**config.mk**
```make
export PLATFORM = sky130hd
export DESIGN_NAME = sesl_loader
export DESIGN_NICKNAME = d
export VERILOG_FILES = /design/src/core/sesl_pkg.sv /design/src/core/sesl_mw_engine.sv /design/src/core/sesl_loader.sv
export SDC_FILE = /design/constraint.sdc
export NUM_CORES = 1
export LEC_CHECK = 0
export BUFFER_PORTS_ARGS = -buffer_cell sky130_fd_sc_hd__buf_2
export CORE_ASPECT_RATIO = 0.6
export CORE_MARGIN = 2
export CORE_UTILIZATION = 55
export DETAILED_ROUTE_END_ITERATION = 10
export GPL_ROUTABILITY_DRIVEN = 0
export PLACE_DENSITY = 0.8
export SYNTH_ARGS = -nofsm -noshare
export SYNTH_HDL_FRONTEND = slang
export SYNTH_SLANG_ARGS = --single-unit
```
**constraint.sdc**
```tcl
create_clock -name sys_clk -period 3.3 [get_ports sys_clk]
set_input_delay 0.66 -clock sys_clk [delete_from_list [all_inputs] [get_ports sys_clk]]
set_output_delay 0.66 -clock sys_clk [all_outputs]
set_load 0.01 [all_outputs]
```
**src/core/sesl_pkg.sv**
```systemverilog
/*
  Shared constants and types for the serial EEPROM setup loader: timing of
  the serial link, command encodings, EEPROM word map, reset and fixed
  defaults, control bit positions.
  Assumes a 50 MHz system clock and a 64 x 16 three-wire serial EEPROM.
*/
package sesl_pkg;

  // clock and serial timing
  localparam int SYS_CLK_MHZ    = 50;
  localparam int SK_HALF_NS     = 500;
  localparam int SK_HALF_CYC    = (SK_HALF_NS * SYS_CLK_MHZ + 999) / 1000;
  localparam int WR_TIMEOUT_US  = 10000;
  localparam int WR_TIMEOUT_CYC = WR_TIMEOUT_US * SYS_CLK_MHZ;
  localparam int DIV_W          = 8;
  localparam int WAIT_W         = 19;
  localparam logic [DIV_W-1:0] SK_HALF_LAST = DIV_W'(SK_HALF_CYC - 1);
  localparam logic [WAIT_W-1:0] RDY_SETTLE  = WAIT_W'(SK_HALF_CYC);

  // frame layout: start bit, two opcode bits, six address bits, sixteen data bits
  localparam int FRAME_W = 25;
  localparam logic [1:0] OP_READ   = 2'h2;
  localparam logic [1:0] OP_WRITE  = 2'h1;
  localparam logic [1:0] OP_EWEN   = 2'h0;
  localparam logic [5:0] EWEN_ADDR = 6'h30;
  localparam logic [4:0] CMD_LAST_BIT  = 5'h08;
  localparam logic [4:0] WR_LAST_BIT   = 5'h18;
  localparam logic [4:0] DATA_LAST_BIT = 5'h0f;

  // EEPROM word map
  localparam logic [2:0] FIXED_SLOT = 3'h7;
  localparam int         SLOT_SHIFT = 2;
  localparam logic [5:0] BASE_OFS   = 6'h01;
  localparam logic [5:0] SA0_ADDR   = 6'h20;
  localparam logic [5:0] SA1_ADDR   = 6'h21;
  localparam logic [5:0] SA2_ADDR   = 6'h22;

  // register defaults
  localparam logic [15:0] CFG_RESET  = 16'h0000;
  localparam logic [15:0] BASE_RESET = 16'h0000;
  localparam logic [15:0] SA_RESET   = 16'h0000;
  localparam logic [15:0] GP_RESET   = 16'h0000;
  localparam logic [7:0]  PTR_RESET  = 8'h00;
  localparam logic [15:0] CFG_FIXED  = 16'h0001;
  localparam logic [15:0] BASE_FIXED = 16'h1300;

  // control register bit positions
  localparam int CTL_SEL_BIT    = 0;
  localparam int CTL_RELOAD_BIT = 1;
  localparam int CTL_STORE_BIT  = 2;

  // start-up wait so that synchronised straps are valid
  localparam logic [2:0] SETTLE_LAST = 3'h5;

  // step indices of the job sequences
  localparam logic [2:0] STEP_CFG  = 3'h0;
  localparam logic [2:0] STEP_BASE = 3'h1;
  localparam logic [2:0] STEP_SA0  = 3'h2;
  localparam logic [2:0] STEP_SA1  = 3'h3;
  localparam logic [2:0] STEP_SA2  = 3'h4;
  localparam logic [2:0] STEP_EWEN = 3'h0;
  localparam logic [2:0] STEP_WR_A = 3'h1;
  localparam logic [2:0] STEP_WR_B = 3'h2;

  typedef enum logic [1:0] {SESL_CMD_READ, SESL_CMD_WRITE, SESL_CMD_EWEN} sesl_cmd_type;
  typedef enum logic [1:0] {SESL_LOAD_ALL, SESL_LOAD_GP, SESL_STORE_CFG,
                            SESL_STORE_GP} sesl_job_type;
  typedef enum logic [2:0] {SESL_DST_NONE, SESL_DST_CFG, SESL_DST_BASE, SESL_DST_SA0,
                            SESL_DST_SA1, SESL_DST_SA2, SESL_DST_GP} sesl_dest_type;

endpackage

```
**src/core/sesl_mw_engine.sv**
```systemverilog
/*
  Three-wire serial EEPROM engine: sends one read, write or write-enable
  frame and, for a write, waits for the part to report ready on its data out.
  Assumes the caller pulses start only while idle and waits for done.
*/
`timescale 1ns/1ps
module sesl_mw_engine #(
  parameter int WR_TIMEOUT_CYCLES = sesl_pkg::WR_TIMEOUT_CYC
) (
  input  wire logic                  sys_clk,
  input  wire logic                  rstn,
  input  wire logic                  start,
  input  sesl_pkg::sesl_cmd_type     cmd,
  input  wire logic [5:0]            addr,
  input  wire logic [15:0]           wdata,
  output logic      [15:0]           rdata,
  output logic                       done,
  output logic                       eep_cs,
  output logic                       eep_sk,
  output logic                       eep_di,
  input  wire logic                  eep_do
);

  localparam logic [sesl_pkg::WAIT_W-1:0] TMO_LAST = sesl_pkg::WAIT_W'(WR_TIMEOUT_CYCLES - 1);

  typedef enum logic [2:0] {SESL_E_IDLE, SESL_E_SHIFT, SESL_E_RDATA, SESL_E_GAP,
                            SESL_E_WAITRDY, SESL_E_END} sesl_eng_state_type;

  sesl_eng_state_type                state_q, state_d;
  sesl_pkg::sesl_cmd_type            cmd_q, cmd_d;
  logic [sesl_pkg::DIV_W-1:0]        div_q, div_d;
  logic [sesl_pkg::WAIT_W-1:0]       wait_q, wait_d;
  logic [sesl_pkg::FRAME_W-1:0]      sh_q, sh_d;
  logic [4:0]                        cnt_q, cnt_d;
  logic [15:0]                       rd_q, rd_d;
  logic                              sk_q, sk_d;
  logic                              cs_q, cs_d;
  logic                              di_q, di_d;
  logic                              done_q, done_d;
  logic                              do_s1_q, do_s2_q, do_s3_q, do_f_q;
  logic                              tick;
  logic [1:0]                        op;
  logic [5:0]                        fr_addr;

  assign tick   = (div_q == sesl_pkg::SK_HALF_LAST);
  assign rdata  = rd_q;
  assign done   = done_q;
  assign eep_cs = cs_q;
  assign eep_sk = sk_q;
  assign eep_di = di_q;

  always_comb begin
    state_d = state_q;
    cmd_d   = cmd_q;
    div_d   = tick ? '0 : div_q + 1'b1;
    wait_d  = wait_q;
    sh_d    = sh_q;
    cnt_d   = cnt_q;
    rd_d    = rd_q;
    sk_d    = sk_q;
    cs_d    = cs_q;
    di_d    = di_q;
    done_d  = 1'b0;
    op      = sesl_pkg::OP_READ;
    fr_addr = addr;
    case (cmd)
      sesl_pkg::SESL_CMD_WRITE: op = sesl_pkg::OP_WRITE;
      sesl_pkg::SESL_CMD_EWEN: begin
        op      = sesl_pkg::OP_EWEN;
        fr_addr = sesl_pkg::EWEN_ADDR;
      end
      default: op = sesl_pkg::OP_READ;
    endcase
    case (state_q)
      SESL_E_IDLE: begin
        div_d = '0;
        sk_d  = 1'b0;
        if (start) begin
          sh_d    = {1'b1, op, fr_addr, wdata};
          cnt_d   = (cmd == sesl_pkg::SESL_CMD_WRITE) ? sesl_pkg::WR_LAST_BIT
                                                      : sesl_pkg::CMD_LAST_BIT;
          cmd_d   = cmd;
          cs_d    = 1'b1;
          di_d    = 1'b1;
          state_d = SESL_E_SHIFT;
        end
      end
      SESL_E_SHIFT: if (tick) begin
        sk_d = ~sk_q;
        if (sk_q) begin
          if (cnt_q == 5'h00) begin
            di_d = 1'b0;
            case (cmd_q)
              sesl_pkg::SESL_CMD_READ: begin
                cnt_d   = sesl_pkg::DATA_LAST_BIT;
                state_d = SESL_E_RDATA;
              end
              sesl_pkg::SESL_CMD_WRITE: begin
                cs_d    = 1'b0;
                state_d = SESL_E_GAP;
              end
              default: begin
                cs_d    = 1'b0;
                state_d = SESL_E_END;
              end
            endcase
          end else begin
            cnt_d = cnt_q - 1'b1;
            sh_d  = {sh_q[sesl_pkg::FRAME_W-2:0], 1'b0};
            di_d  = sh_q[sesl_pkg::FRAME_W-2];
          end
        end
      end
      SESL_E_RDATA: if (tick) begin
        sk_d = ~sk_q;
        if (sk_q) begin
          // sample at the end of the high phase, one full half period after the rise
          rd_d = {rd_q[14:0], do_f_q};
          if (cnt_q == 5'h00) begin
            cs_d    = 1'b0;
            state_d = SESL_E_END;
          end else begin
            cnt_d = cnt_q - 1'b1;
          end
        end
      end
      SESL_E_GAP: if (tick) begin
        cs_d    = 1'b1;
        wait_d  = '0;
        state_d = SESL_E_WAITRDY;
      end
      SESL_E_WAITRDY: begin
        wait_d = wait_q + 1'b1;
        // ready shows as data out high; a timeout ends a dead write
        if ((wait_q >= sesl_pkg::RDY_SETTLE && do_f_q) || wait_q == TMO_LAST) begin
          cs_d    = 1'b0;
          state_d = SESL_E_END;
        end
      end
      SESL_E_END: begin
        done_d  = 1'b1;
        state_d = SESL_E_IDLE;
      end
      default: state_d = SESL_E_IDLE;
    endcase
  end

  always_ff @(posedge sys_clk) begin
    if (!rstn) begin
      state_q <= SESL_E_IDLE;
      cmd_q   <= sesl_pkg::SESL_CMD_READ;
      div_q   <= '0;
      wait_q  <= '0;
      sh_q    <= '0;
      cnt_q   <= 5'h00;
      rd_q    <= 16'h0000;
      sk_q    <= 1'b0;
      cs_q    <= 1'b0;
      di_q    <= 1'b0;
      done_q  <= 1'b0;
      do_s1_q <= 1'b0;
      do_s2_q <= 1'b0;
      do_s3_q <= 1'b0;
      do_f_q  <= 1'b0;
    end else begin
      state_q <= state_d;
      cmd_q   <= cmd_d;
      div_q   <= div_d;
      wait_q  <= wait_d;
      sh_q    <= sh_d;
      cnt_q   <= cnt_d;
      rd_q    <= rd_d;
      sk_q    <= sk_d;
      cs_q    <= cs_d;
      di_q    <= di_d;
      done_q  <= done_d;
      do_s1_q <= eep_do;
      do_s2_q <= do_s1_q;
      do_s3_q <= do_s2_q;
      if (do_s2_q == do_s3_q) begin
        do_f_q <= do_s2_q;
      end
    end
  end

endmodule

```
**src/core/sesl_loader.sv**
```systemverilog
/*
  Setup loader top: fetches configuration, base and station address words
  from a serial EEPROM after reset and on request, stores config and base back, and
  gives single-word access through a general purpose register and pointer.
  Assumes host register accesses arrive as one-cycle write strobes on the
  system clock; straps, presence and EEPROM data out are asynchronous pins.
*/
`timescale 1ns/1ps
// Operation
// - fetch setup words automatically after reset
// - config at strap times four, base next
// - station address from words 20h-22h always
// - strap seven: station address only, fixed defaults
// - all straps high select fixed defaults
// - EEPROM is 64 words, whole-word access
// - select 0 fetch reloads config, base, station
// - select 0 store writes config and base, except with strap seven (nothing is written)
// - select, fetch, store are control bits 0-2
// - select 1 fetch reads pointed word to gp
// - select 1 store writes gp to pointed word
// - busy: triggers read high, other access locked
// - busy lockout also during reset reload
// - no EEPROM: never access, defaults kept
module sesl_loader #(
  parameter int WR_TIMEOUT_CYCLES = sesl_pkg::WR_TIMEOUT_CYC
) (
  input  wire logic        sys_clk,
  input  wire logic        rstn,
  input  wire logic [2:0]  setup_slot_straps,
  input  wire logic        rom_present_input,
  input  wire logic        ctl_wr,
  input  wire logic [2:0]  ctl_wdata,
  input  wire logic        cfg_wr,
  input  wire logic [15:0] cfg_wdata,
  input  wire logic        base_wr,
  input  wire logic [15:0] base_wdata,
  input  wire logic [2:0]  sa_wr,
  input  wire logic [15:0] sa_wdata,
  input  wire logic        gp_wr,
  input  wire logic [15:0] gp_wdata,
  input  wire logic        ptr_wr,
  input  wire logic [7:0]  ptr_wdata,
  output logic             ctl_select,
  output logic             ctl_reload,
  output logic             ctl_store,
  output logic             regs_locked,
  output logic [15:0]      config_reg,
  output logic [15:0]      base_reg,
  output logic [15:0]      station_addr_word0,
  output logic [15:0]      station_addr_word1,
  output logic [15:0]      station_addr_word2,
  output logic [15:0]      gp_reg,
  output logic [7:0]       pointer_reg,
  output logic             eep_cs,
  output logic             eep_sk,
  output logic             eep_di,
  input  wire logic        eep_do
);

  typedef enum logic [1:0] {SESL_SETTLE, SESL_IDLE, SESL_ISSUE, SESL_WAIT} sesl_state_type;

  sesl_state_type          st_q, st_d;
  sesl_pkg::sesl_job_type  job_q, job_d;
  logic [2:0]              step_q, step_d;
  logic [2:0]              settle_q, settle_d;
  logic                    busy_q, busy_d;
  logic                    sel_q, sel_d;
  logic                    start_q, start_d;
  logic [15:0]             cfg_q, cfg_d;
  logic [15:0]             base_q, base_d;
  logic [15:0]             sa0_q, sa0_d;
  logic [15:0]             sa1_q, sa1_d;
  logic [15:0]             sa2_q, sa2_d;
  logic [15:0]             gp_q, gp_d;
  logic [7:0]              ptr_q, ptr_d;
  logic [2:0]              strap_s1_q, strap_s2_q, strap_s3_q, strap_f_q;
  logic                    pres_s1_q, pres_s2_q, pres_s3_q, pres_f_q;

  sesl_pkg::sesl_cmd_type  step_cmd;
  sesl_pkg::sesl_dest_type step_dest;
  logic [5:0]              step_addr;
  logic [15:0]             step_wdata;
  logic                    step_last;
  logic [5:0]              slot_addr;
  logic                    fixed_slot;
  logic [15:0]             eng_rdata;
  logic                    eng_done;

  assign slot_addr  = 6'({3'h0, strap_f_q} << sesl_pkg::SLOT_SHIFT);
  assign fixed_slot = (strap_f_q == sesl_pkg::FIXED_SLOT);

  assign ctl_select         = sel_q;
  assign ctl_reload         = busy_q;
  assign ctl_store          = busy_q;
  assign regs_locked        = busy_q;
  assign config_reg         = cfg_q;
  assign base_reg           = base_q;
  assign station_addr_word0 = sa0_q;
  assign station_addr_word1 = sa1_q;
  assign station_addr_word2 = sa2_q;
  assign gp_reg             = gp_q;
  assign pointer_reg        = ptr_q;

  // what the current step of the running job does
  always_comb begin
    step_cmd   = sesl_pkg::SESL_CMD_READ;
    step_addr  = sesl_pkg::SA0_ADDR;
    step_wdata = 16'h0000;
    step_dest  = sesl_pkg::SESL_DST_NONE;
    step_last  = 1'b0;
    case (job_q)
      sesl_pkg::SESL_LOAD_ALL: begin
        case (step_q)
          sesl_pkg::STEP_CFG: begin
            step_addr = slot_addr;
            step_dest = sesl_pkg::SESL_DST_CFG;
          end
          sesl_pkg::STEP_BASE: begin
            step_addr = slot_addr + sesl_pkg::BASE_OFS;
            step_dest = sesl_pkg::SESL_DST_BASE;
          end
          sesl_pkg::STEP_SA0: begin
            step_addr = sesl_pkg::SA0_ADDR;
            step_dest = sesl_pkg::SESL_DST_SA0;
          end
          sesl_pkg::STEP_SA1: begin
            step_addr = sesl_pkg::SA1_ADDR;
            step_dest = sesl_pkg::SESL_DST_SA1;
          end
          default: begin
            step_addr = sesl_pkg::SA2_ADDR;
            step_dest = sesl_pkg::SESL_DST_SA2;
            step_last = 1'b1;
          end
        endcase
      end
      sesl_pkg::SESL_LOAD_GP: begin
        step_addr = ptr_q[5:0];
        step_dest = sesl_pkg::SESL_DST_GP;
        step_last = 1'b1;
      end
      sesl_pkg::SESL_STORE_CFG: begin
        case (step_q)
          sesl_pkg::STEP_EWEN: step_cmd = sesl_pkg::SESL_CMD_EWEN;
          sesl_pkg::STEP_WR_A: begin
            step_cmd   = sesl_pkg::SESL_CMD_WRITE;
            step_addr  = slot_addr;
            step_wdata = cfg_q;
          end
          default: begin
            step_cmd   = sesl_pkg::SESL_CMD_WRITE;
            step_addr  = slot_addr + sesl_pkg::BASE_OFS;
            step_wdata = base_q;
            step_last  = 1'b1;
          end
        endcase
      end
      default: begin
        if (step_q == sesl_pkg::STEP_EWEN) begin
          step_cmd = sesl_pkg::SESL_CMD_EWEN;
        end else begin
          step_cmd   = sesl_pkg::SESL_CMD_WRITE;
          step_addr  = ptr_q[5:0];
          step_wdata = gp_q;
          step_last  = 1'b1;
        end
      end
    endcase
  end

  always_comb begin
    st_d     = st_q;
    job_d    = job_q;
    step_d   = step_q;
    settle_d = settle_q;
    busy_d   = busy_q;
    sel_d    = sel_q;
    start_d  = 1'b0;
    cfg_d    = cfg_q;
    base_d   = base_q;
    sa0_d    = sa0_q;
    sa1_d    = sa1_q;
    sa2_d    = sa2_q;
    gp_d     = gp_q;
    ptr_d    = ptr_q;
    case (st_q)
      SESL_SETTLE: begin
        // held busy until the straps are sampled and, with a part present, the reload is done
        if (settle_q == sesl_pkg::SETTLE_LAST) begin
          if (pres_f_q) begin
            job_d  = sesl_pkg::SESL_LOAD_ALL;
            step_d = fixed_slot ? sesl_pkg::STEP_SA0 : sesl_pkg::STEP_CFG;
            if (fixed_slot) begin
              cfg_d  = sesl_pkg::CFG_FIXED;
              base_d = sesl_pkg::BASE_FIXED;
            end
            st_d = SESL_ISSUE;
          end else begin
            busy_d = 1'b0;
            st_d   = SESL_IDLE;
          end
        end else begin
          settle_d = settle_q + 1'b1;
        end
      end
      SESL_IDLE: begin
        // host writes only land here, so nothing is accepted while busy
        if (cfg_wr) cfg_d = cfg_wdata;
        if (base_wr) base_d = base_wdata;
        if (sa_wr[0]) sa0_d = sa_wdata;
        if (sa_wr[1]) sa1_d = sa_wdata;
        if (sa_wr[2]) sa2_d = sa_wdata;
        if (gp_wr) gp_d = gp_wdata;
        if (ptr_wr) ptr_d = ptr_wdata;
        if (ctl_wr) begin
          sel_d = ctl_wdata[sesl_pkg::CTL_SEL_BIT];
          if (pres_f_q && ctl_wdata[sesl_pkg::CTL_RELOAD_BIT]) begin
            busy_d = 1'b1;
            st_d   = SESL_ISSUE;
            if (ctl_wdata[sesl_pkg::CTL_SEL_BIT]) begin
              job_d  = sesl_pkg::SESL_LOAD_GP;
              step_d = sesl_pkg::STEP_CFG;
            end else begin
              job_d  = sesl_pkg::SESL_LOAD_ALL;
              step_d = fixed_slot ? sesl_pkg::STEP_SA0 : sesl_pkg::STEP_CFG;
              if (fixed_slot) begin
                cfg_d  = sesl_pkg::CFG_FIXED;
                base_d = sesl_pkg::BASE_FIXED;
              end
            end
          end else if (pres_f_q && ctl_wdata[sesl_pkg::CTL_STORE_BIT]) begin
            if (ctl_wdata[sesl_pkg::CTL_SEL_BIT]) begin
              busy_d = 1'b1;
              st_d   = SESL_ISSUE;
              job_d  = sesl_pkg::SESL_STORE_GP;
              step_d = sesl_pkg::STEP_EWEN;
            end else if (!fixed_slot) begin
              busy_d = 1'b1;
              st_d   = SESL_ISSUE;
              job_d  = sesl_pkg::SESL_STORE_CFG;
              step_d = sesl_pkg::STEP_EWEN;
            end
          end
        end
      end
      SESL_ISSUE: begin
        start_d = 1'b1;
        st_d    = SESL_WAIT;
      end
      SESL_WAIT: begin
        if (eng_done) begin
          case (step_dest)
            sesl_pkg::SESL_DST_CFG:  cfg_d  = eng_rdata;
            sesl_pkg::SESL_DST_BASE: base_d = eng_rdata;
            sesl_pkg::SESL_DST_SA0:  sa0_d  = eng_rdata;
            sesl_pkg::SESL_DST_SA1:  sa1_d  = eng_rdata;
            sesl_pkg::SESL_DST_SA2:  sa2_d  = eng_rdata;
            sesl_pkg::SESL_DST_GP:   gp_d   = eng_rdata;
            default: ;
          endcase
          if (step_last) begin
            busy_d = 1'b0;
            st_d   = SESL_IDLE;
          end else begin
            step_d = step_q + 1'b1;
            st_d   = SESL_ISSUE;
          end
        end
      end
      default: st_d = SESL_IDLE;
    endcase
  end

  always_ff @(posedge sys_clk) begin
    if (!rstn) begin
      st_q       <= SESL_SETTLE;
      job_q      <= sesl_pkg::SESL_LOAD_ALL;
      step_q     <= sesl_pkg::STEP_CFG;
      settle_q   <= 3'h0;
      busy_q     <= 1'b1;
      sel_q      <= 1'b0;
      start_q    <= 1'b0;
      cfg_q      <= sesl_pkg::CFG_RESET;
      base_q     <= sesl_pkg::BASE_RESET;
      sa0_q      <= sesl_pkg::SA_RESET;
      sa1_q      <= sesl_pkg::SA_RESET;
      sa2_q      <= sesl_pkg::SA_RESET;
      gp_q       <= sesl_pkg::GP_RESET;
      ptr_q      <= sesl_pkg::PTR_RESET;
      strap_s1_q <= 3'h0;
      strap_s2_q <= 3'h0;
      strap_s3_q <= 3'h0;
      strap_f_q  <= 3'h0;
      pres_s1_q  <= 1'b0;
      pres_s2_q  <= 1'b0;
      pres_s3_q  <= 1'b0;
      pres_f_q   <= 1'b0;
    end else begin
      st_q       <= st_d;
      job_q      <= job_d;
      step_q     <= step_d;
      settle_q   <= settle_d;
      busy_q     <= busy_d;
      sel_q      <= sel_d;
      start_q    <= start_d;
      cfg_q      <= cfg_d;
      base_q     <= base_d;
      sa0_q      <= sa0_d;
      sa1_q      <= sa1_d;
      sa2_q      <= sa2_d;
      gp_q       <= gp_d;
      ptr_q      <= ptr_d;
      strap_s1_q <= setup_slot_straps;
      strap_s2_q <= strap_s1_q;
      strap_s3_q <= strap_s2_q;
      if (strap_s2_q == strap_s3_q) begin
        strap_f_q <= strap_s2_q;
      end
      pres_s1_q  <= rom_present_input;
      pres_s2_q  <= pres_s1_q;
      pres_s3_q  <= pres_s2_q;
      if (pres_s2_q == pres_s3_q) begin
        pres_f_q <= pres_s2_q;
      end
    end
  end

  sesl_mw_engine #(
    .WR_TIMEOUT_CYCLES (WR_TIMEOUT_CYCLES)
  ) u_engine (
    .sys_clk (sys_clk),
    .rstn    (rstn),
    .start   (start_q),
    .cmd     (step_cmd),
    .addr    (step_addr),
    .wdata   (step_wdata),
    .rdata   (eng_rdata),
    .done    (eng_done),
    .eep_cs  (eep_cs),
    .eep_sk  (eep_sk),
    .eep_di  (eep_di),
    .eep_do  (eep_do)
  );

endmodule

```
==> results.cfg, run 1 <==
[logic_synthesis]
ys_ff_latch = 218
avgSynthCellArea_um2 = 8.53
synth_enable_flop_cells = 0
syn_inst = 1178
synth_nets = 1280
synth_ff_type = dfxtp_1
syn_area_um2 = 10000
synth-seq-area-share_pct = 43.4
yosys_warnings = 0
async_flop_share_pct = 0
yosysUniqueCellTypes = 67

[worst_hold_path]
worstHoldStart = setup_slot_straps[0]
min_path_type = in2reg
hold_end = strap_s1_q[0]$_SDFF_PN0_
min_path_cells = 2

[clock_tree]
clock-root-buffer = clkbuf_16
cts_resized = 0
htreeDepth = 1
clk_pin_slew_worst_paths_ns = 0.07
clk_latency_ns = 0.50
cts_buffer_depth = 3
postCtsHoldBufs = 0
cts_buffers = 20
post_cts_buffers = 0
cts.sinks = 218
cts_tree = yes

[worst_setup_path]
arrival_ns = 3.15
path_max_fanout = 32
start_kind = flip-flop
path_class = reg2reg
reg2reg_depth = 7
rr_endpoint = station_addr_word1[0]$_SDFFE_PN0P_
cp-end-kind = flip-flop
required_ns = 3.64
rrSetupSlack_ns = 0.49
timing.rr.start = step_q[2]$_SDFFE_PN0P_

[power_and_ir_drop]
power_density_nw_per_um2 = 490
p_leak_nw = 4.94
combPwrFrac_pct = 9.1
internal_power_mw = 4.43
ir_worst_vdd_mv = 0.361
pwr-share-seq_pct = 47.0
total_power_mw = 5.82
p_sw_mw = 1.39
clkPwrFrac_pct = 44.0
sw_frac_of_total_pct = 23.9

[final_layout]
largest_register_ffs = 24
final_cell_count_no_fill = 1581
largest_register = u_engine.sh_q
syn_to_final_growth_pct = 18.4
antennaDiodeCount = 0
reg.largest.list = u_engine.sh_q x24, u_engine.wait_q x19
fin_nets = 1430
drive_above_1_share_pct = 23.3

[die]
die_h_um = 109
die_w_um = 178
ios = 201
die-area_um2 = 19400
num_rows = 38
initial_core_util_pct = 55.9
core_um2 = 18000

[global_routing]
grt_max_degree = 76
grt_use_total_pct = 29.0
antenna_found_initial = 0
gr-total-overflow = 0
grt_pass1_vias = 8434
grt_pass1_wl_um = 45100

[sta]
drv_slew = 0
worst_slack_ns = 0.489
tightest_slew_ns = 1.04
finalSetupViolCount = 0
min_period_ns = 2.81
fin_worst_skew_ns = 0.0123
finalHoldViolCount = 0
max_freq_ghz = 0.356
rsz0062_at_grt = no
period_share_pct = 85.2
relSlewSlack_pct = 30.9
holdWs_ns = 0.361
tns_ns = 0

[detailed_routing]
via_per_inst = 6.01
routed_wl_um = 29100
antenna_left = 0
drcViolationCount = 0
routed-via-count = 9497
drt_iter0_markers = 1046
drtPass1Iterations = 6
wl_per_cell_um = 18.4

[job]
drv_cap = 0

[placed_design]
dp_hpwl_um = 20300
post-place-ws_ns = 0.531
io_buffer_count = 200
dpl.cell_count = 1546

[status]
status = finished, final reports clean
cell families (layout without fill, tap and decap cells):
family | count (synthesis) | in the layout | synth area share, %
simple gates | 402 | 402 | 19.5
compound gates | 349 | 349 | 22.7
flops | 218 | 218 | 43.4
buf+inv | 113 | 276 | 4.53
mux | 71 | 71 | 7.17
xor+xnor | 13 | 13 | 1.13
fa+ha+maj | 12 | 12 | 1.49
cells in the final DEF (no fill, tap or decap), types with 5 or more instances in the layout:
cell type / netlist / routed
dfxtp_1: 218 / 218
buf_2: 9 / 199
nor2_1: 110 / 110
a21oi_1: 105 / 105
nand2_1: 93 / 93
o21ai_0: 86 / 84
nand3_1: 68 / 68
mux2i_1: 63 / 63
a211oi_1: 36 / 36
o211ai_1: 32 / 32
o221a_2: 27 / 27
and3_1: 23 / 23
buf_4: 5 / 22
nand2b_1: 21 / 21
clkbuf_16: 0 / 21
and2_1: 19 / 19
inv_1: 19 / 18
nor3_1: 13 / 13
ha_1: 12 / 12
xor2_1: 9 / 9
nand4_1: 9 / 9
mux2_2: 8 / 8
a31oi_1: 7 / 7
nor2b_1: 8 / 7
a311oi_1: 6 / 6
nor4_1: 6 / 6
o22ai_1: 6 / 6
a21o_1: 5 / 5
clkinv_2: 0 / 5
or3_1: 5 / 5
or2_2: 5 / 5
o21a_1: 5 / 5
nand3b_1: 5 / 5
metrics by stage:
step | area (um2) | utilization, %
finish | 11900 | 66.2
global route | 11900 | 66.2
CTS | 11900 | 66.2
detailed placement | 11200 | 62.2
global placement | 11200 | 62.2
floorplan | 10000 | -
cell type report:
| cell class | count | area (um2) |
|---|---|---|
| clock inverters | 8 | 140 |
| multi-input cells | 847 | 5260 |
| inverters | 19 | 72.6 |
| flip-flops and latches | 218 | 4360 |
| fillers | 1448 | 6080 |
| well taps | 240 | 300 |
| clock buffers | 27 | 578 |
| repair buffers | 222 | 1180 |
critical path, cell delays in order, from the launching register on:
cell and delay (ns):
dfxtp_1 0.58, inv_1 0.13, ha_1 0.27, or2_2 0.32
a21oi_1 0.21, nor4_1 0.11, o21ai_2 0.80, o21ai_0 0.23
power by group through the flow:
stage                     logic, mW  clock network (mW)  registers [mW]
after floorplan               0.347                   0            2.78
after global placement        0.511                   0            2.79
after detailed placement      0.517                   0            2.79
after CTS                     0.522                2.57            2.73
after global routing          0.585                2.68            2.74
final                         0.529                2.56            2.73
cells in the mapped netlist (3+ instances only):
master | number | area, um2
nand4_1 | 9 | 56.3
nand3_1 | 68 | 340
ha_1 | 12 | 150
a211oi_1 | 36 | 270
xnor2_1 | 4 | 35.0
buf_2 | 9 | 45.0
nand2b_1 | 21 | 131
a2111oi_0 | 3 | 26.3
a21o_1 | 5 | 37.5
xor2_1 | 9 | 78.8
and2_1 | 19 | 119
dfxtp_1 | 218 | 4360
and3_1 | 23 | 144
nor4_1 | 6 | 37.5
a311oi_1 | 6 | 52.6
o22ai_1 | 6 | 37.5
nor2b_1 | 8 | 50.1
o211ai_1 | 32 | 240
o221a_2 | 27 | 304
o21a_1 | 5 | 37.5
a21oi_1 | 105 | 526
or2_2 | 5 | 31.3
o31ai_1 | 4 | 30.0
o21ai_0 | 86 | 430
mux2i_1 | 63 | 631
nand3b_1 | 5 | 37.5
o21bai_1 | 4 | 30.0
or3_1 | 5 | 31.3
mux2_2 | 8 | 90.1
nor3_1 | 13 | 65.1
buf_4 | 5 | 37.5
a31oi_1 | 7 | 43.8
nor2_1 | 110 | 413
inv_1 | 19 | 71.3
nor3b_1 | 3 | 22.5
clkbuf_1 | 79 | 297
a211o_1 | 3 | 26.3
nand2_1 | 93 | 349
worst max-delay path by stage:
stage	startpoint	to	slack, ns	cells past startpoint
after detailed placement	step_q[2]$_SDFFE_PN0P_	station_addr_word1[7]$_SDFFE_PN0P_	0.53	7
after CTS	step_q[2]$_SDFFE_PN0P_	station_addr_word1[7]$_SDFFE_PN0P_	0.52	7
after global routing	step_q[2]$_SDFFE_PN0P_	station_addr_word1[7]$_SDFFE_PN0P_	0.14	7
final	step_q[2]$_SDFFE_PN0P_	station_addr_word1[0]$_SDFFE_PN0P_	0.49	7
after floorplan	step_q[2]$_SDFFE_PN0P_	base_reg[13]$_SDFFE_PN0P_	0.92	10
after global placement	step_q[2]$_SDFFE_PN0P_	station_addr_word1[5]$_SDFFE_PN0P_	0.71	7
routing by layer:
| metal | part of all wire (%) | track usage [%] | vias up |
|---|---|---|---|
| met5 | 0 | 0 | - |
| met4 | 1.8 | 7.32 | 0 |
| met3 | 9.5 | 6.07 | 44 |
| met2 | 42 | 41.5 | 449 |
| met1 | 46 | 44.1 | 4446 |
| li1 | - | - | 4558 |
Power figures use the tool's default switching activity.
==> inputs of run 2 (changes only) <==
CTS_BUF_LIST = sky130_fd_sc_hd__clkbuf_8   (was unset)
REMOVE_ABC_BUFFERS = 1   (was unset)
==> results.cfg, run 2 (synthesis gave the netlist of run 1 again) <==
[global_routing]
grt_pass1_wl_um = 45500
grt_pass1_vias = 8815
grt_use_total_pct = 29.2
gr-total-overflow = 0
antenna_found_initial = 1
grt_max_degree = 77

[sta]
rsz0062_at_grt = no
finalHoldViolCount = 0
relSlewSlack_pct = 44.4
finalSetupViolCount = 0
holdWs_ns = 0.297
fin_worst_skew_ns = 0.0284
drv_slew = 0
min_period_ns = 2.69
max_freq_ghz = 0.371
tightest_slew_ns = 0.834
period_share_pct = 81.6
tns_ns = 0

[worst_setup_path]
path_max_fanout = 24
cp-end-kind = flip-flop
max_stage_delay_ns = 0.60
start_kind = flip-flop
required_ns = 3.74
path_class = reg2reg
timing.rr.start = step_q[2]$_SDFFE_PN0P_
rrSetupSlack_ns = 0.61
path_delay_family = compound AO/OA/AOI/OAI gates
crit_buf_inv = 2
slowest_stage = dfxtp_1
path_depth = 9
rr_endpoint = base_reg[1]$_SDFFE_PN0P_
crit_chain = inv_1 > ha_1 > or2_2 > nor3_1 > nor2b_1 > o21a_1 > buf_12 > o21ai_0 > o221a_2
arrival_ns = 3.13
reg2reg_depth = 9

[power_and_ir_drop]
clkPwrFrac_pct = 37.6
total_power_mw = 5.25
combPwrFrac_pct = 10.2
p_leak_nw = 4.92
ir_worst_vdd_mv = 0.317
power_density_nw_per_um2 = 447
p_sw_mw = 1.38
sw_frac_of_total_pct = 26.3
internal_power_mw = 3.87
pwr-share-seq_pct = 52.1

[clock_tree]
postCtsHoldBufs = 0
htreeDepth = 1
post_cts_buffers = 0
cts_tree = yes
clk_latency_ns = 0.57
clk_pin_slew_worst_paths_ns = 0.08
cts_buffers = 31
cts.sinks = 218
clock-root-buffer = clkbuf_8
cts_buffer_depth = 3
cts_resized = 0

[die]
ios = 201
initial_core_util_pct = 55.9
num_rows = 38
die_w_um = 178
core_um2 = 18000
die_h_um = 109
die-area_um2 = 19400

[placed_design]
dp_hpwl_um = 20400
io_buffer_count = 200

[final_layout]
layout_common_cells = dfxtp_1, buf_2, nor2_1
syn_to_final_growth_pct = 17.0
largest_register = u_engine.sh_q
drive_above_1_share_pct = 23.7
reg.largest.list = u_engine.sh_q x24, u_engine.wait_q x19
layout_commonest_cell = dfxtp_1
final_util_pct = 65.4
largest_register_ffs = 24
fin_nets = 1443

[detailed_routing]
wl_per_cell_um = 18.1
drtPass1Iterations = 6
via_per_inst = 5.97
drcViolationCount = 0
routed_wl_um = 28900
antenna_left = 0
routed-via-count = 9541
drt_iter0_markers = 1043

[worst_hold_path]
min_path_cells = 2
hold_end = strap_s1_q[0]$_SDFF_PN0_
worstHoldStart = setup_slot_straps[0]
min_path_type = in2reg

[status]
status = finished, final reports clean

[job]
drv_cap = 0
[run 2: layout make-up]
class	count	area, um2
fillers	1542	6220
flip-flops and latches	218	4360
inverters	19	72.6
clock buffers	36	495
diodes	1	2.50
clock inverters	14	60.1
repair buffers	224	1200
well taps	240	300
multi-input cells	847	5260
[run 2: per-stage QoR]
| step | instances | setup WS (ns) | instance area (um2) |
|---|---|---|---|
| floorplan | 1084 | 0.0628 | 9660 |
| finish | 1599 | 0.608 | 11800 |
| global route | 1598 | 0.492 | 11700 |
| global placement | 1548 | 0.860 | 11200 |
| CTS | 1598 | 0.674 | 11700 |
| detailed placement | 1548 | 0.710 | 11200 |
[run 2: power by group through the flow]
stage	logic, mW	clock network, mW	registers [mW]
after floorplan	0.285	0	2.80
after global placement	0.516	0	2.79
after detailed placement	0.526	0	2.79
after CTS	0.529	1.99	2.73
after global routing	0.587	2.12	2.74
final	0.538	1.97	2.74
[run 2: how the worst max path moves through the flow]
stage	start	end	slack, ns
global placement	step_q[2]$_SDFFE_PN0P_	base_reg[11]$_SDFFE_PN0P_	0.86
detailed placement	step_q[2]$_SDFFE_PN0P_	base_reg[1]$_SDFFE_PN0P_	0.71
floorplan	step_q[2]$_SDFFE_PN0P_	station_addr_word2[15]$_SDFFE_PN0P_	0.06
global route	step_q[1]$_SDFFE_PN0P_	step_q[1]$_SDFFE_PN0P_	0.49
finish	step_q[2]$_SDFFE_PN0P_	base_reg[1]$_SDFFE_PN0P_	0.61
CTS	step_q[2]$_SDFFE_PN0P_	base_reg[1]$_SDFFE_PN0P_	0.67
[run 2: routing by layer]
layer  vias to the layer above  GRT usage (%)  share of wire [%]
li1                       4589              -                  -
met1                      4529           43.5                 47
met2                       384           42.7                 42
met3                        39           6.94                9.6
met4                         0           6.21                1.3
met5                         -              0                  0
==> inputs of run 3 (changes only) <==
clock period = 2.5 ns   (was 3.3 ns; I/O delays follow)
==> results.cfg, run 3 (synthesis gave the netlist of run 1 again) <==
[status]
status = finished, final reports clean

[worst_setup_path]
crit_start = u_engine.state_q[2]$_SDFFE_PN0P_
max_stage_delay_ns = 0.64
slowest_stage = or3b_2
path_delay_family = simple AND/OR/NAND/NOR gates
required_ns = 3.00
crit_chain = or3b_2 > nor4_1 > nand2_1 > mux2_2 > nor2_1
rrSetupSlack_ns = 0.20
path_depth = 5
timing.rr.start = u_engine.state_q[2]$_SDFFE_PN0P_
reg2reg_depth = 5
path_class = reg2reg
arrival_ns = 2.80
cp-end-kind = flip-flop
crit_buf_inv = 0
start_kind = flip-flop
path_max_fanout = 13

[global_routing]
grt_pass1_vias = 8526
grt_pass1_wl_um = 44300
gr-total-overflow = 0
grt_max_degree = 108
grt_use_total_pct = 28.4
antenna_found_initial = 0

[final_layout]
largest_register_ffs = 24
drive_above_1_share_pct = 25.5
largest_register = u_engine.sh_q
layout_common_cells = dfxtp_1, buf_2, nor2_1
fin_nets = 1461
layout_commonest_cell = dfxtp_1
final_area_um2 = 12000
syn_to_final_growth_pct = 19.9
reg.largest.list = u_engine.sh_q x24, u_engine.wait_q x19
final_cell_count_no_fill = 1623
antennaDiodeCount = 0

[power_and_ir_drop]
total_power_mw = 7.24
pwr-share-seq_pct = 49.7
sw_frac_of_total_pct = 25.9
ir_worst_vdd_mv = 0.534
power_density_nw_per_um2 = 602
clkPwrFrac_pct = 40.2
internal_power_mw = 5.37
p_leak_nw = 5.06
combPwrFrac_pct = 10.1
p_sw_mw = 1.87

[clock_tree]
clk_latency_ns = 0.58
cts_resized = 0
postCtsHoldBufs = 0
post_cts_buffers = 0
cts_tree = yes
cts.sinks = 218
htreeDepth = 1
clk_pin_slew_worst_paths_ns = 0.07
clock-root-buffer = clkbuf_8
cts_buffer_depth = 3
cts_buffers = 31

[worst_hold_path]
worstHoldStart = rom_present_input
min_path_type = in2reg
min_path_cells = 2

[sta]
period_share_pct = 91.8
fin_worst_skew_ns = 0.0167
worst_slack_ns = 0.204
drv_slew = 0
relSlewSlack_pct = 58.8
max_freq_ghz = 0.436
finalSetupViolCount = 0
rsz0062_at_grt = no
min_period_ns = 2.30
finalHoldViolCount = 0
tns_ns = 0
tightest_slew_ns = 0.619

[detailed_routing]
wl_per_cell_um = 17.5
antenna_left = 0
routed-via-count = 9674
drcViolationCount = 0
routed_wl_um = 28400
drtPass1Iterations = 5
via_per_inst = 5.96
drt_iter0_markers = 1194

[die]
die_h_um = 109
num_rows = 38
core_um2 = 18000
ios = 201
die_w_um = 178
die-area_um2 = 19400
initial_core_util_pct = 55.9

[placed_design]
dpl.cell_count = 1566
io_buffer_count = 200
dp_hpwl_um = 20000
post-place-ws_ns = 0.116
postPlaceCellArea_um2 = 11400

[job]
drv_cap = 0
-- run 3: cell type report --
class,count,area [um2]
Timing Repair Buffer,242,1380
Inverter,19,72.6
Tap cell,240,300
Sequential cell,218,4370
Fill cell,1491,5930
Multi-Input combinational cell,847,5270
Clock buffer,40,551
Clock inverter,17,100
-- run 3: power groups by stage --
stage,Sequential (mW),Clock [mW],Combinational [mW]
floorplan,3.69,0,0.377
global placement,3.67,0,0.704
detailed placement,3.68,0,0.717
CTS,3.60,2.94,0.720
global route,3.61,3.09,0.803
finish,3.60,2.91,0.731
-- run 3: metrics by stage --
| stage | hold slack (ns) | utilization, % |
|---|---|---|
| after CTS | 0.100 | 66.9 |
| after global routing | 0.108 | 67.0 |
| after floorplan | 0.412 | - |
| final | 0.125 | 67.0 |
| after global placement | 0.414 | 63.3 |
| after detailed placement | 0.417 | 63.3 |
-- run 3: worst paths after layout --
path	to
setup / recovery	u_engine.wait_q[17]$_SDFFE_PN0P_
hold reg to reg	strap_s2_q[0]$_SDFF_PN0_
hold / removal	pres_s1_q$_SDFF_PN0_
setup reg to reg	u_engine.wait_q[17]$_SDFFE_PN0P_
-- run 3: metal layers --
metal / wire (um) / GRT usage (%) / up-vias
li1: - / - / 4647
met1: 13400 / 43.0 / 4531
met2: 11700 / 41.1 / 450
met3: 2870 / 6.14 / 46
met4: 482 / 6.10 / 0
met5: 0 / 0 / -
